[config.mk]
export PLATFORM = sky130hd
export DESIGN_NAME = irq_nmi_logic
export DESIGN_NICKNAME = d
export VERILOG_FILES = /design/src/inc/irq_nmi_pkg.sv /design/src/design/irq_nmi_logic.sv /design/src/design/irq_sense_bank.sv
export SDC_FILE = /design/constraint.sdc
export NUM_CORES = 1
export LEC_CHECK = 0
export CAP_MARGIN = 5
export CORE_MARGIN = 1
export CORE_UTILIZATION = 63
export DETAILED_ROUTE_END_ITERATION = 8
export DONT_BUFFER_PORTS = 1
export PLACE_DENSITY = 0.79
export SYNTH_ARGS = -nofsm -noshare
export SYNTH_HDL_FRONTEND = slang
export SYNTH_SLANG_ARGS = --single-unit
[constraint.sdc]
create_clock -name clk_sys -period 3.47 [get_ports clk_sys]
set_input_delay 0.347 -clock clk_sys [delete_from_list [all_inputs] [get_ports clk_sys]]
set_output_delay 0.347 -clock clk_sys [all_outputs]
set_load 0.01 [all_outputs]
[src/inc/irq_nmi_pkg.sv]
package irq_nmi_pkg;

  // ************************************************************
  // i/o port map
  // ************************************************************
  localparam logic [15:0] PORT_NMI_STATUS = 16'h0061;
  localparam logic [15:0] PORT_NMI_MASK = 16'h0070;
  localparam logic [15:0] PORT_MASTER_CTRL = 16'h0020;
  localparam logic [15:0] PORT_SLAVE_CTRL = 16'h00a0;
  localparam logic [15:0] PORT_MASTER_TRIG = 16'h04d0;
  localparam logic [15:0] PORT_SLAVE_TRIG = 16'h04d1;

  // ************************************************************
  // field positions
  // ************************************************************
  localparam int INIT_WORD_BIT = 4;
  localparam int BANK_TRIG_BIT = 3;
  localparam int END_BIT = 5;
  localparam int NMI_CHK_STAT_BIT = 6;
  localparam int NMI_SERR_STAT_BIT = 7;
  localparam int NMI_CHK_EN_BIT = 3;
  localparam int NMI_SERR_EN_BIT = 2;
  localparam int NMI_MASK_BIT = 7;
  localparam int LINES_PER_BANK = 8;
  localparam int DEFAULT_LINE = 7;

  // ************************************************************
  // reset values
  // ************************************************************
  localparam logic [7:0] RST_TRIG = 8'h00;
  localparam logic [7:0] RST_NMI_CTRL = 8'h0c;
  localparam logic RST_NMI_MASK = 1'b1;
  localparam logic RST_BANK_TRIG = 1'b0;

  // ************************************************************
  // acknowledge sequence
  // ************************************************************
  typedef enum logic [1:0] {
    ACK_IDLE = 2'b00,
    ACK_FIRST = 2'b01,
    ACK_GAP = 2'b10,
    ACK_SECOND = 2'b11
  } ack_state_e;

endpackage
[src/design/irq_nmi_logic.sv]
`timescale 1ns/1ps
// Function
// - bank bit 3 sets whole-bank sense
// - bank bit 0: rising edge, steady high ignored
// - bank bit 1: high level requests
// - vanished request answers default line 7
// - default line 7 leaves in-service bit
// - two 8-bit per-line trigger registers
// - per-line variant ignores bank bit
// - per-line bit 0: rising edge only
// - per-line bit 1: low level requests
// - latch nmi on system error or check low
// - status bit 6 check, bit 7 error
// - disabled source enable clears its detector
// - mask bit 7 gates, keeps detectors
// - nmi stays while enabled cause latched
// - reset: edge sensing, normal end, cascade
module irq_nmi_logic
  import irq_nmi_pkg::*;
#(
  parameter bit PER_LINE = 1'b1
)
(
  // clock and reset
  input wire logic clk_sys,
  input wire logic rst,
  // i/o port access
  input wire logic [15:0] io_addr,
  input wire logic io_wr,
  input wire logic io_rd,
  input wire logic [7:0] io_wdata,
  output logic [7:0] io_rdata,
  output logic io_rvalid,
  // request inputs, master lines 7:0 and slave lines 15:8
  input wire logic [15:0] irq_in,
  // error inputs, active low
  input wire logic sys_err_n,
  input wire logic chan_chk_n,
  // processor side
  input wire logic interrupt_acknowledge_strobe_n,
  output logic intr_out,
  output logic [7:0] vector_out,
  output logic vector_valid,
  output logic nmi_out
);
  localparam logic [7:0] MASTER_VEC_BASE = 8'h08;
  localparam logic [7:0] SLAVE_VEC_BASE = 8'h70;
  localparam logic [2:0] CASCADE_LINE = 3'h2;

  logic [7:0] master_trig_ff;
  logic [7:0] slave_trig_ff;
  logic master_bank_trig_ff;
  logic slave_bank_trig_ff;
  logic [7:0] nmi_ctrl_ff;
  logic nmi_mask_ff;
  logic chk_det_ff;
  logic serr_det_ff;
  logic ack_n_prev_ff;
  ack_state_e ack_ff;
  ack_state_e nxt_ack;
  logic use_slave_ff;
  logic [7:0] io_rdata_ff;
  logic io_rvalid_ff;
  logic intr_ff;
  logic [7:0] vector_ff;
  logic vector_valid_ff;
  logic nmi_ff;
  logic ack_fall;
  logic ack_first;
  logic ack_second;
  logic m_req;
  logic s_req;
  logic [2:0] m_line;
  logic [2:0] s_line;
  logic m_dflt;
  logic s_dflt;
  logic [7:0] m_insvc;
  logic [7:0] s_insvc;
  logic m_end;
  logic s_end;
  logic [7:0] m_clr;
  logic [7:0] s_clr;
  logic wr_m_ctl;
  logic wr_s_ctl;
  logic nmi_nxt;

  // ************************************************************
  // port decode
  // ************************************************************
  assign wr_m_ctl = io_wr && io_addr == PORT_MASTER_CTRL;
  assign wr_s_ctl = io_wr && io_addr == PORT_SLAVE_CTRL;
  // nonspecific end command on the control port
  assign m_end = wr_m_ctl && !io_wdata[INIT_WORD_BIT] && io_wdata[END_BIT];
  assign s_end = wr_s_ctl && !io_wdata[INIT_WORD_BIT] && io_wdata[END_BIT];

  always_ff @(posedge clk_sys or posedge rst)
  begin
    if (rst)
    begin
      master_trig_ff <= RST_TRIG;
      slave_trig_ff <= RST_TRIG;
    end
    else if (PER_LINE)
    begin
      if (io_wr && io_addr == PORT_MASTER_TRIG)
        master_trig_ff <= io_wdata;
      if (io_wr && io_addr == PORT_SLAVE_TRIG)
        slave_trig_ff <= io_wdata;
    end
  end

  // the bank bit only counts when the first init word is written
  always_ff @(posedge clk_sys or posedge rst)
  begin
    if (rst)
    begin
      master_bank_trig_ff <= RST_BANK_TRIG;
      slave_bank_trig_ff <= RST_BANK_TRIG;
    end
    else if (!PER_LINE)
    begin
      if (wr_m_ctl && io_wdata[INIT_WORD_BIT])
        master_bank_trig_ff <= io_wdata[BANK_TRIG_BIT];
      if (wr_s_ctl && io_wdata[INIT_WORD_BIT])
        slave_bank_trig_ff <= io_wdata[BANK_TRIG_BIT];
    end
  end

  // ************************************************************
  // acknowledge sequence: two strobes per answer
  // ************************************************************
  always_ff @(posedge clk_sys or posedge rst)
  begin
    if (rst)
      ack_n_prev_ff <= 1'b1;
    else
      ack_n_prev_ff <= interrupt_acknowledge_strobe_n;
  end

  assign ack_fall = ack_n_prev_ff && !interrupt_acknowledge_strobe_n;

  always_comb
  begin
    nxt_ack = ack_ff;
    case (ack_ff)
      ACK_IDLE:
        if (ack_fall)
          nxt_ack = ACK_FIRST;
      ACK_FIRST:
        nxt_ack = ACK_GAP;
      ACK_GAP:
        if (ack_fall)
          nxt_ack = ACK_SECOND;
      ACK_SECOND:
        nxt_ack = ACK_IDLE;
      default:
        nxt_ack = ACK_IDLE;
    endcase
  end

  always_ff @(posedge clk_sys or posedge rst)
  begin
    if (rst)
      ack_ff <= ACK_IDLE;
    else
      ack_ff <= nxt_ack;
  end

  // request state is sampled at the first falling strobe
  assign ack_first = ack_ff == ACK_IDLE && ack_fall;
  assign ack_second = ack_ff == ACK_SECOND;

  // slave serves when cascade line 2 is the lowest master line pending
  always_ff @(posedge clk_sys or posedge rst)
  begin
    if (rst)
      use_slave_ff <= 1'b0;
    else if (ack_ff == ACK_FIRST)
      use_slave_ff <= !m_dflt && m_line == CASCADE_LINE;
  end

  assign m_clr = (ack_second && !use_slave_ff && !m_dflt)
               ? 8'(1 << m_line) : 8'h00;
  assign s_clr = (ack_second && use_slave_ff && !s_dflt)
               ? 8'(1 << s_line) : 8'h00;

  irq_sense_bank #(.N(LINES_PER_BANK), .PER_LINE(PER_LINE)) u_master
  (
    .clk_sys(clk_sys),
    .rst(rst),
    .irq_in({irq_in[7:3], irq_in[2] | s_req, irq_in[1:0]}),
    .line_trig(master_trig_ff),
    .bank_trig(master_bank_trig_ff),
    .ack_first(ack_first),
    .ack_second(ack_second && !use_slave_ff),
    .end_cmd(m_end),
    .end_line(m_line),
    .req_clear(m_clr),
    .req_any(m_req),
    .ack_line(m_line),
    .ack_default(m_dflt),
    .in_service_bits(m_insvc)
  );

  irq_sense_bank #(.N(LINES_PER_BANK), .PER_LINE(PER_LINE)) u_slave
  (
    .clk_sys(clk_sys),
    .rst(rst),
    .irq_in(irq_in[15:8]),
    .line_trig(slave_trig_ff),
    .bank_trig(slave_bank_trig_ff),
    .ack_first(ack_first),
    .ack_second(ack_second && use_slave_ff),
    .end_cmd(s_end),
    .end_line(s_line),
    .req_clear(s_clr),
    .req_any(s_req),
    .ack_line(s_line),
    .ack_default(s_dflt),
    .in_service_bits(s_insvc)
  );

  // ************************************************************
  // interrupt request and vector
  // ************************************************************
  always_ff @(posedge clk_sys or posedge rst)
  begin
    if (rst)
      intr_ff <= 1'b0;
    else
      intr_ff <= m_req && ack_ff == ACK_IDLE;
  end

  always_ff @(posedge clk_sys or posedge rst)
  begin
    if (rst)
    begin
      vector_ff <= 8'h00;
      vector_valid_ff <= 1'b0;
    end
    else
    begin
      vector_valid_ff <= ack_second;
      if (ack_second)
        vector_ff <= use_slave_ff ? (SLAVE_VEC_BASE | {5'h00, s_line})
                                  : (MASTER_VEC_BASE | {5'h00, m_line});
    end
  end

  // ************************************************************
  // nmi sources, enables and mask
  // ************************************************************
  always_ff @(posedge clk_sys or posedge rst)
  begin
    if (rst)
      nmi_ctrl_ff <= RST_NMI_CTRL;
    else if (io_wr && io_addr == PORT_NMI_STATUS)
      nmi_ctrl_ff <= io_wdata;
  end

  always_ff @(posedge clk_sys or posedge rst)
  begin
    if (rst)
      nmi_mask_ff <= RST_NMI_MASK;
    else if (io_wr && io_addr == PORT_NMI_MASK)
      nmi_mask_ff <= io_wdata[NMI_MASK_BIT];
  end

  // an enable bit of 1 disables and clears; a new cause wins otherwise
  always_ff @(posedge clk_sys or posedge rst)
  begin
    if (rst)
      chk_det_ff <= 1'b0;
    else if (nmi_ctrl_ff[NMI_CHK_EN_BIT])
      chk_det_ff <= 1'b0;
    else if (!chan_chk_n)
      chk_det_ff <= 1'b1;
  end

  always_ff @(posedge clk_sys or posedge rst)
  begin
    if (rst)
      serr_det_ff <= 1'b0;
    else if (nmi_ctrl_ff[NMI_SERR_EN_BIT])
      serr_det_ff <= 1'b0;
    else if (!sys_err_n)
      serr_det_ff <= 1'b1;
  end

  // mask gates the output only; detectors keep their state
  assign nmi_nxt = (chk_det_ff || serr_det_ff) && !nmi_mask_ff;

  always_ff @(posedge clk_sys or posedge rst)
  begin
    if (rst)
      nmi_ff <= 1'b0;
    else
      nmi_ff <= nmi_nxt;
  end

  // ************************************************************
  // read path, one cycle after the read strobe
  // ************************************************************
  always_ff @(posedge clk_sys or posedge rst)
  begin
    if (rst)
    begin
      io_rdata_ff <= 8'h00;
      io_rvalid_ff <= 1'b0;
    end
    else
    begin
      io_rvalid_ff <= io_rd;
      if (io_rd)
        case (io_addr)
          PORT_NMI_STATUS:
            io_rdata_ff <= {serr_det_ff, chk_det_ff, 2'b00,
                            nmi_ctrl_ff[3:0]};
          PORT_NMI_MASK:
            io_rdata_ff <= {nmi_mask_ff, 7'h00};
          PORT_MASTER_TRIG:
            io_rdata_ff <= PER_LINE ? master_trig_ff : 8'h00;
          PORT_SLAVE_TRIG:
            io_rdata_ff <= PER_LINE ? slave_trig_ff : 8'h00;
          PORT_MASTER_CTRL:
            io_rdata_ff <= m_insvc;
          PORT_SLAVE_CTRL:
            io_rdata_ff <= s_insvc;
          default:
            io_rdata_ff <= 8'h00;
        endcase
    end
  end

  assign io_rdata = io_rdata_ff;
  assign io_rvalid = io_rvalid_ff;
  assign intr_out = intr_ff;
  assign vector_out = vector_ff;
  assign vector_valid = vector_valid_ff;
  assign nmi_out = nmi_ff;
endmodule

[src/design/irq_sense_bank.sv]
`timescale 1ns/1ps
// one bank of request sensing: edge or level per line, request latch,
// in-service bits, resolution at the first acknowledge
module irq_sense_bank
  import irq_nmi_pkg::*;
#(
  parameter int N = 8,
  parameter bit PER_LINE = 1'b1
)
(
  // clock and reset
  input wire logic clk_sys,
  input wire logic rst,
  // request pins and trigger selects
  input wire logic [N-1:0] irq_in,
  input wire logic [N-1:0] line_trig,
  input wire logic bank_trig,
  // acknowledge sequencing from the top
  input wire logic ack_first,
  input wire logic ack_second,
  input wire logic end_cmd,
  input wire logic [2:0] end_line,
  input wire logic [N-1:0] req_clear,
  // results
  output logic req_any,
  output logic [2:0] ack_line,
  output logic ack_default,
  output logic [N-1:0] in_service_bits
);
  logic [N-1:0] prev_ff;
  logic [N-1:0] pend_ff;
  logic [N-1:0] insvc_ff;
  logic [N-1:0] active;
  logic [N-1:0] level_mode;
  logic [N-1:0] raw_req;
  logic [2:0] sel_ff;
  logic dflt_ff;

  // ************************************************************
  // per-line sensing
  // ************************************************************
  genvar g;
  generate
    for (g = 0; g < N; g++)
    begin : g_line
      // per-line mode ignores the bank bit; per-line level lines are active low, bank level lines active high
      assign level_mode[g] = PER_LINE ? line_trig[g] : bank_trig;
      assign active[g] = (PER_LINE && line_trig[g]) ? !irq_in[g]
                                                    : irq_in[g];
      assign raw_req[g] = level_mode[g] ? active[g]
                        : (irq_in[g] && !prev_ff[g]);

      always_ff @(posedge clk_sys or posedge rst)
      begin
        if (rst)
          prev_ff[g] <= 1'b0;
        else
          prev_ff[g] <= irq_in[g];
      end

      // edge latch holds until taken or the input falls; level only while the input stays
      always_ff @(posedge clk_sys or posedge rst)
      begin
        if (rst)
          pend_ff[g] <= 1'b0;
        else if (raw_req[g])
          pend_ff[g] <= 1'b1;
        else if (level_mode[g] || req_clear[g] || !active[g])
          pend_ff[g] <= 1'b0;
      end
    end
  endgenerate

  // ************************************************************
  // resolution: lowest pending line wins, none gives default line
  // ************************************************************
  always_ff @(posedge clk_sys or posedge rst)
  begin
    if (rst)
    begin
      sel_ff <= 3'h0;
      dflt_ff <= 1'b0;
    end
    else if (ack_first)
    begin
      sel_ff <= 3'(DEFAULT_LINE);
      dflt_ff <= 1'b1;
      for (int i = N - 1; i >= 0; i--)
        if (pend_ff[i])
        begin
          sel_ff <= 3'(i);
          dflt_ff <= 1'b0;
        end
    end
  end

  always_ff @(posedge clk_sys or posedge rst)
  begin
    if (rst)
      insvc_ff <= '0;
    else
    begin
      // a default answer leaves the in-service bit alone
      if (ack_second && !dflt_ff)
        insvc_ff[sel_ff] <= 1'b1;
      if (end_cmd && !(ack_second && !dflt_ff && sel_ff == end_line))
        insvc_ff[end_line] <= 1'b0;
    end
  end

  assign req_any = |pend_ff;
  assign ack_line = sel_ff;
  assign ack_default = dflt_ff;
  assign in_service_bits = insvc_ff;
endmodule

Word-level counts from Yosys, hierarchy flattened
Cells that the tools add are included.
- input bits: 47
- word-level logic and storage cells: 341
- flip-flop bits (word level): 103
- output and inout bits: 20
- equality and inequality tests: 14
- bitwise operators: 7
- reductions and logical operators: 148
- $lt $le $gt $ge: 4
- muxes and demuxes: 113
- shift operators: 2
- operator list (cell ; count):
    1-bit two-way mux ; 88
    1-bit logical NOT ; 56
    8-bit two-way mux ; 6
    8-bit one-hot mux with 6 select lines ; 1
    1-bit logical AND ; 39
    1-bit logical OR ; 33
    16-bit by 11-bit equality test with 1-bit output, second input constant ; 2
    16-bit by 7-bit equality test with 1-bit output, second input constant ; 2
    2-bit nonzero test ; 16
    3-bit two-way mux ; 8
    8-bit bitwise AND ; 2
    16-bit by 6-bit equality test with 1-bit output, second input constant ; 1
    16-bit by 8-bit equality test with 1-bit output, second input constant ; 1
    8-bit NOT ; 2
    8-bit bitwise OR ; 2
    8-bit OR reduction ; 2
    1-bit by 3-bit << shifter with 8-bit output, first input constant ; 2
    2-bit two-way mux ; 6
    3-bit by 4-bit less-than comparator with 1-bit output, second input constant ; 2
    2-bit one-hot mux with 4 select lines ; 1
    7-bit two-way mux ; 1
    1-bit demux with 3-bit select ; 2
    3-bit by 1-bit >= comparator with 1-bit output, second input constant ; 2
    2-bit equality test, second input constant ; 2
    7 further kinds ; 9

Longest topological paths before layout
Gate-level depths: netlist of the first run.
- word-level depth: 8
- mapped depth: 7
- depth with buffers taken out: 6

Modules after synthesis
From an unflattened synthesis of the first run, not the netlist that was laid out.
- cells, all modules: 444
- area, all modules: 4850.9 µm²
- by module, submodules not included (module ; cells an instance ; area an instance (µm²) ; sequential area each (µm²) ; times used):
    irq_nmi_logic ; 219 ; 2367.3 ; 1106.1 ; 1
    irq_sense_bank (u_slave) ; 113 ; 1255.0 ; 700.7 ; 1
    irq_sense_bank (u_master) ; 112 ; 1228.7 ; 700.7 ; 1

Worst setup path before layout of the first run
No wires, ideal clock.
- path type: input -> register
- start: input io_addr[13]
- end: register u_master.insvc_ff[0], in the netlist u_master.in_service_bits[0]
- stages: 6
- path buffers: 1
- arrival: 1.867 ns
- slack: 1.468 ns
- required time: 3.335 ns
- setup time: 0.135 ns
- cell sequence: nor4_4 > nand4b_4 > or4_1 > buf_2 > o41ai_2 > o31ai_1
- word-level cells in the longest chain between the ends: 6
- RTL lines (element ; RTL line ; RTL):
    start: declaration ; irq_nmi_logic.sv:28 ; input wire logic [15:0] io_addr,
    16-bit by 6-bit equality test with 1-bit output ; irq_nmi_logic.sv:90 ; assign wr_m_ctl = io_wr && io_addr == PORT_MASTER_CTRL;
    1-bit logical AND ; irq_nmi_logic.sv:90 ;
    1-bit logical AND (2 in series) ; irq_nmi_logic.sv:93 ; assign m_end = wr_m_ctl && !io_wdata[INIT_WORD_BIT] && io_wdata[END_BIT];
    1-bit logical AND ; irq_sense_bank.sv:106 ; if (end_cmd && !(ack_second && !dflt_ff && sel_ff == end_line))
    8-bit two-way mux ; irq_sense_bank.sv:106 ;
    end signal: assignment ; irq_sense_bank.sv:100 ; insvc_ff <= '0;
    end signal: indexed assignment ; irq_sense_bank.sv:105 ; insvc_ff[sel_ff] <= 1'b1;
    end signal: indexed assignment ; irq_sense_bank.sv:107 ; insvc_ff[end_line] <= 1'b0;
    end: declaration ; irq_sense_bank.sv:32 ; logic [N-1:0] insvc_ff;
No other way between the ends.
A chain may end at the register's enable or synchronous reset.

Final worst setup path of the first run
- start: register ack_ff[0]
- end: register u_master.pend_ff[2]
- word-level cells in the longest chain between the ends: 7
- RTL lines (element ; RTL line ; RTL):
    start: declaration ; irq_nmi_logic.sv:59 ; ack_state_e ack_ff;
    start signal: assignment ; irq_nmi_logic.sv:166 ; ack_ff <= nxt_ack;
    2-bit equality test ; irq_nmi_logic.sv:171 ; assign ack_second = ack_ff == ACK_SECOND;
    named net ack_second ; irq_nmi_logic.sv:70 ; logic ack_second;
    1-bit logical AND (2 in series) ; irq_nmi_logic.sv:182 ; assign m_clr = (ack_second && !use_slave_ff && !m_dflt)
    8-bit two-way mux ; irq_nmi_logic.sv:183 ; ? 8'(1 << m_line) : 8'h00;
    1-bit logical OR (2 in series) ; irq_sense_bank.sv:68 ; else if (level_mode[g] || req_clear[g] || !active[g])
    2-bit nonzero test (no line) ; -- ;
    end signal: indexed assignment ; irq_sense_bank.sv:65 ; pend_ff[g] <= 1'b0;
    end signal: indexed assignment ; irq_sense_bank.sv:67 ; pend_ff[g] <= 1'b1;
    end signal: indexed assignment ; irq_sense_bank.sv:69 ; pend_ff[g] <= 1'b0;
    end: declaration ; irq_sense_bank.sv:31 ; logic [N-1:0] pend_ff;
The timed path passes the listed nets, and every way through them passes these cells.

==> metrics, run 1 <==
Residual DRC=0; P_int=approximately 1900 uW; Slew @ Worst Pin=approximately 1.0 ns; TritonCTS clock tree=done; worst min path class=in2reg; register area share after synthesis=0.550; Distinct cells, synth=50; net switching power=roughly 870 uW; setup TNS=0 ns; routed vias/inst=approximately 6.2; Worst EP required=between 3 and 4 ns; critical path arrival=2.50 ns; Power Density=around 560 nW/um^2; post-route ant nets=0; status=finished clean; Syn Inst Count=roughly 420; Synth area leaders=dfrtp_1 53%, mux2_2 8.4%, o21ai_0 3.8%; Layout Utilization=0.725; Synth area leader=dfrtp_1; final hold viol count=0; Final GP Congestion=0.940; cts bufs inserted=9; largest net degree at the start of global routing=82; Die H=87.1 um; DIE AREA=around 7600 sq um; worst path bufs/invs=0; clock power share=0.297; Synthesized Nets=470; TritonRoute pass-1 iters=5; cts repair resizes=0; most used flip-flop cell after synthesis=dfrtp_1; average wire per standard cell=about 19 um; Comb power frac=0.157; FFs w/ async S/R, synth=1.00; Max Cap Violations=0; worst-path fanout max=13; overall routed net length=~9900 um; final worst path period need=~2.2 ns; Port Buf Inserts=0; Clock Sinks=100; Congestion Overflow GR=0; Final period util=0.648; number of global-route vias before repair=between 3000 and 4000; Cell Chain, Critical Path=ha_1, or4b_2, o21ai_0, a21oi_1, mux2_2; Max VDD drop=0.323 mV; Post-Synthesis Cell Area=4560 sq um; most frequent cell after synthesis=dfrtp_1; Seq pwr share=0.546; H-Tree Depth=3; IO Count=between 60 and 70; Initial Util=0.661; CP delay by family, top=simple AND/OR/NAND/NOR gates; Slew Viols, Final=0; crit-path max cell delay=between 0.7 and 0.8 ns; nets@finish=481; Diodes inserted=0; total number of vias=3316; hpwl dp=6990 um; CTS Buffer Depth=2; share of cells above drive strength 1=0.152; Critical-path top delay cell=or4b_2; Core Footprint=roughly 7000 sq um; initial antenna violation count=0; first-pass GRT wire length=roughly 16000 um; Max Clock Freq=~0.44 GHz; Post-synth EDFFs=0; Yosys reg bits=100; final setup violation count=0; FILL cells=~510; initial DRC count=202; Root Driver=clkbuf_8; Worst-Skew Late Latency=between 0.3 and 0.4 ns; DIE WIDTH=~87 um; Net Sw Frac=0.313; synth warn=0; Worst-path clk slew=about 0.10 ns; share of the synthesized area in the top cell type=0.527; Leakage=0.00209 uW; Worst slew margin=0.313; Synth Area per Inst=around 11 sq um; RSZ-0062 raised after global routing=false; top post-synthesis cells by count=96 x dfrtp_1, 39 x nand2_1, 35 x o21ai_0; gr usage total=0.279; crit start category=flip-flop; kind of critical path=reg2reg; Worst setup EP type=flip-flop; FP Rows=30; clk_skew=roughly 0.0098 ns; Layout Area Growth over Synthesis=9.76%
-- state kept, by name, indices dropped and copies added, names as in the netlist, 4 cells and up --
signal / count
u_slave.in_service_bits: 8
u_master.pend_ff: 8
u_slave.prev_ff: 8
io_rdata: 8
u_master.in_service_bits: 8
nmi_ctrl_ff: 4
slave_trig_ff: 8
u_master.prev_ff: 8
vector_out: 5
u_slave.pend_ff: 8
master_trig_ff: 8
-- what timing repair did --
item                                   in CTS  in global routing
setup buffers                               0                  0
endpoints found under the hold margin      17                  0
hold buffers                               17                  0
-- cell families (layout without fill, tap and decap cells) --
logic type,Yosys count,after routing,share of synthesized area
multiplexers,39,39,0.0949
AND/OR/NAND/NOR,139,139,0.169
other,1,1,0.000822
buffers and inverters,42,58,0.0373
AO/OA/AOI/OAI,94,94,0.138
flip-flops,100,100,0.550
adder cells (fa/ha/maj),4,4,0.0110
-- power by group through the flow --
stage	combinational, uW	clock, uW	sequential [uW]
6_report	438	826	1520
5_1_grt	494	884	1540
4_1_cts	440	840	1520
3_5_place_dp	420	0	1540
3_3_place_gp	403	0	1530
2_1_floorplan	452	0	1410
-- worst reg2reg max path, cell delays in order, from the launching register on --
cell,delay (ns)
dfrtp_1,0.40
ha_1,0.43
or4b_2,0.74
o21ai_0,0.21
a21oi_1,0.08
mux2_2,0.26
-- layout make-up --
type | count | area (sq um) | area share
Sequential cell | 100 | 2510 | 0.501
Multi-Input combinational cell | 277 | 1880 | 0.376
Timing Repair Buffer | 19 | 185 | 0.0370
Clock buffer | 9 | 124 | 0.0247
Tap cell | 96 | 120 | 0.0240
Clock inverter | 7 | 97.6 | 0.0195
Inverter | 23 | 88.8 | 0.0177
-- layout by cell type, fill, tap and decap left out, types with 3 or more instances in the layout --
cell type,Yosys,routed
ha_1,4,4
a22o_1,3,3
o21ai_0,35,35
a221oi_1,5,5
mux2_2,34,34
nor2_1,28,28
inv_1,23,22
o2bb2ai_1,3,3
nor2b_1,7,7
nand3_1,17,17
mux2i_1,5,5
nor4bb_1,3,3
dlygate4sd3_1,0,17
nand2b_1,12,12
nor4_1,3,3
a21boi_0,8,8
dfrtp_1,96,96
a32oi_1,8,8
nor3_1,11,11
o21ai_1,3,3
nand2_1,39,39
dfstp_2,4,4
o31ai_1,8,8
clkbuf_8,0,9
a21oi_1,9,9
o211ai_1,3,3
-- path summary, 6_finish.rpt --
check                           cells past startpoint                     endpoint                       start  slack (ns)
max in group asynchronous                           2  u_master.in_service_bits[4]                         rst        2.56
min in group asynchronous                           1           u_slave.pend_ff[1]                         rst        0.06
worst min-delay path                                1                   chk_det_ff                  chan_chk_n        0.05
worst max-delay path                                5          u_master.pend_ff[2]                   ack_ff[0]        1.22
worst min register to register                      1   u_slave.in_service_bits[4]  u_slave.in_service_bits[4]        0.51
worst max register to register                      5          u_master.pend_ff[2]                   ack_ff[0]        1.22
-- metal layers --
layer | track usage | vias up | share of wire
li1 | - | 1512 | -
met1 | 0.367 | 1642 | 0.43
met4 | 0.106 | 0 | 0.024
met5 | 0 | - | 0
met3 | 0.0825 | 24 | 0.064
met2 | 0.441 | 138 | 0.48
-- per-stage QoR --
stage / hold slack (ns) / cells / setup WS, ns / total power [uW] / instance area, sq um
global route: 0.0277 / 531 / 1.11 / 2920 / 5010
finish: 0.0456 / 531 / 1.22 / 2780 / 5010
CTS: 0.0358 / 531 / 1.22 / 2800 / 5010
floorplan: 0.351 / 419 / 0.511 / 1860 / 4560
detailed placement: 0.352 / 498 / 1.23 / 1960 / 4620
global placement: 0.352 / 498 / 1.32 / 1940 / 4620
(Power assumes the default switching activity.)
==> inputs of run 2 (changes only) <==
- clock period: 3.47 -> 2.2 ns (I/O delays scaled with it)
==> run 2 against run 1 <==
Against the previous run:
- critical path type unchanged
- register-to-register slack got worse by 1.1 ns
- non-clock buffer count is 25 higher
- routed wire length up 9.5%
- hold slack got worse by 0.044 ns
- via count is 3.9% higher
- largest power group unchanged
==> metrics, run 2 (synthesized netlist as in run 1, its figures left out) <==
status=finished clean (unchanged); Worst-Skew Late Latency=0.37 ns (about the same); Congestion Overflow GR=0 (unchanged); worst hold path depth=2 (was 1); worst min path class=in2reg (unchanged); number of global-route vias before repair=3471 (was 3199); r2r setup slk=0.14 ns (was 1.22 ns); routing usage on met1=0.414 (was 0.367); most frequent cells in the layout=96 x dfrtp_1, 39 x nand2_1, 35 x o21ai_0, 34 x mux2_2, 30 x dlygate4sd3_1 (was 96 x dfrtp_1, 39 x nand2_1, 35 x o21ai_0, 34 x mux2_2, 28 x nor2_1); P_int=3210 uW (was 1910 uW); Initial Util=0.661 (unchanged); Net Sw Frac=0.302 (was 0.313); Critical R2R Capture=u_slave.pend_ff[3] (was u_master.pend_ff[2]); Max Clock Freq=0.485 GHz (was 0.445 GHz); setup TNS=0 ns (unchanged); Comb power frac=0.181 (was 0.157); nets@finish=506 (was 481); post-route ant nets=0 (unchanged); gr usage total=0.316 (was 0.279); Diodes inserted=0 (unchanged); first-pass GRT wire length=17600 um (was 15700 um); Max VDD drop=0.566 mV (was 0.323 mV); Max Cap Violations=0 (unchanged); Residual DRC=0 (unchanged); Port Buf Inserts=0 (unchanged); hpwl dp=7330 um (was 6990 um); most used routing layer=met2 (unchanged); critical path arrival=2.34 ns (was 2.50 ns); DIE AREA=7590 sq um (unchanged); initial antenna violation count=0 (unchanged); IO Count=67 (unchanged); DIE WIDTH=87.1 um (unchanged); Slew @ Worst Pin=0.960 ns (was 1.03 ns); worst reg2reg path depth=8 (was 5); TritonCTS clock tree=done (unchanged); clk_skew=0.00537 ns (was 0.00980 ns); Seq pwr share=0.514 (was 0.546); Layout Area Growth over Synthesis=15.9% (was 9.76%); Final period util=0.938 (was 0.648); average wire per standard cell=19.5 um (was 18.6 um); CP most frequent cell=buf_4; total number of vias=3445 (was 3316); final worst path period need=2.06 ns (was 2.25 ns); Worst EP required=2.48 ns (was 3.72 ns); initial DRC count=262 (was 202); Cell Chain, Critical Path=ha_1, buf_4, nor4bb_2, buf_4, nand3_1, a21boi_0, or3b_2, o21ai_0 (was ha_1, or4b_2, o21ai_0, a21oi_1, mux2_2); Worst-path clk slew=0.09 ns (was 0.10 ns); met2 Track Usage GR=0.514 (was 0.441); net switching power=1390 uW (was 871 uW); crit start category=flip-flop (unchanged); Final GP Congestion=0.950 (was 0.940); cts bufs inserted=9 (unchanged); final hold viol count=0 (unchanged); share of cells above drive strength 1=0.172 (was 0.152); Leakage=0.00223 uW (was 0.00209 uW); TritonRoute pass-1 iters=5 (unchanged); crit-path max cell delay=0.45 ns (was 0.74 ns); # Post-CTS Setup Buffers=0 (unchanged); CTS Buffer Depth=2 (unchanged); overall routed net length=10800 um (was 9900 um); final setup violation count=0 (unchanged); Worst slew margin=0.358 (was 0.313); Core Footprint=6910 sq um (unchanged); met3 usage=0.0739 (was 0.0825); Critical-path top delay cell=or3b_2 (was or4b_2); FP Rows=30 (unchanged); Power Density=870 nW/um^2 (was 556 nW/um^2); worst r2r src=ack_ff[0] (unchanged); H-Tree Depth=3 (unchanged); Slew Viols, Final=0 (unchanged); Hold Path Origin=irq_in[5] (was chan_chk_n); routed vias/inst=6.20 (was 6.24); minimum hold slack=0.00127 ns (was 0.0456 ns); clock power share=0.305 (was 0.297); kind of critical path=reg2reg (unchanged); Root Driver=clkbuf_8 (unchanged); Clock Sinks=100 (unchanged); Die H=87.1 um (unchanged); commonest non-fill, non-tap cell in the layout=dfrtp_1 (unchanged); Worst setup EP type=flip-flop (unchanged); Hold Path End=u_master.pend_ff[5] (was chk_det_ff); worst-path fanout max=12 (was 13); largest net degree at the start of global routing=33 (was 82)
==> run 2: worst max-delay path by stage <==
stage | start | end | slack [ns] | cells after the start
3_3_place_gp | io_addr[13] | u_master.in_service_bits[3] | 0.25 | 5
4_1_cts | ack_ff[0] | u_master.pend_ff[2] | 0.23 | 5
5_1_grt | ack_ff[0] | u_slave.pend_ff[3] | -0.0003 | 8
2_1_floorplan | use_slave_ff | u_master.pend_ff[2] | 0.28 | 6
3_5_place_dp | io_addr[13] | u_master.in_service_bits[1] | 0.18 | 5
6_report | ack_ff[0] | u_slave.pend_ff[3] | 0.14 | 8
==> run 2: worst max-delay path: cells and delay by family, from the launching register on <==
family	cells	cell delay (ns)
adders and majority gates	1	0.22
and+or+nand+nor	3	0.75
DFF	1	0.42
AOI/OAI and AO/OA	2	0.23
buffers and inverters	2	0.35
==> run 2: layer usage <==
| layer | share of wire | vias to the layer above |
|---|---|---|
| met3 | 0.061 | 27 |
| met4 | 0.024 | 0 |
| li1 | - | 1569 |
| met2 | 0.50 | 130 |
| met1 | 0.41 | 1719 |
| met5 | 0 | - |
==> run 2: power groups by stage <==
stage,clock [uW],sequential (uW),combinational (uW)
final,1400,2370,831
after global routing,1490,2400,945
after CTS,1420,2360,827
after detailed placement,0,2390,768
after global placement,0,2380,729
after floorplan,0,2230,714
==> run 2: metrics by stage <==
stage / cell area, sq um / worst slack [ns] / total power [uW] / std cells / utilization
after CTS: 5280 / 0.228 / 4610 / 556 / 0.765
after detailed placement: 4730 / 0.181 / 3150 / 510 / 0.685
after floorplan: 4570 / 0.276 / 2940 / 419 / -
final: 5290 / 0.136 / 4600 / 556 / 0.766
after global placement: 4730 / 0.254 / 3110 / 510 / 0.685
after global routing: 5290 / -0.000306 / 4840 / 556 / 0.766
==> run 2: what timing repair did <==
action / CTS / global route
gates resized for setup: 0 / 1
endpoints found under the hold margin: 86 / 0
endpoints found under the setup margin: 0 / 1
hold buffers: 30 / 0
==> run 2: area by class of cell <==
class / count / area, sq um
Clock buffer: 10 / 138
Clock inverter: 6 / 111
Fill cell: 474 / 1620
Inverter: 23 / 90.1
Multi-Input combinational cell: 277 / 1890
Sequential cell: 100 / 2510
Tap cell: 96 / 120
Timing Repair Buffer: 44 / 430
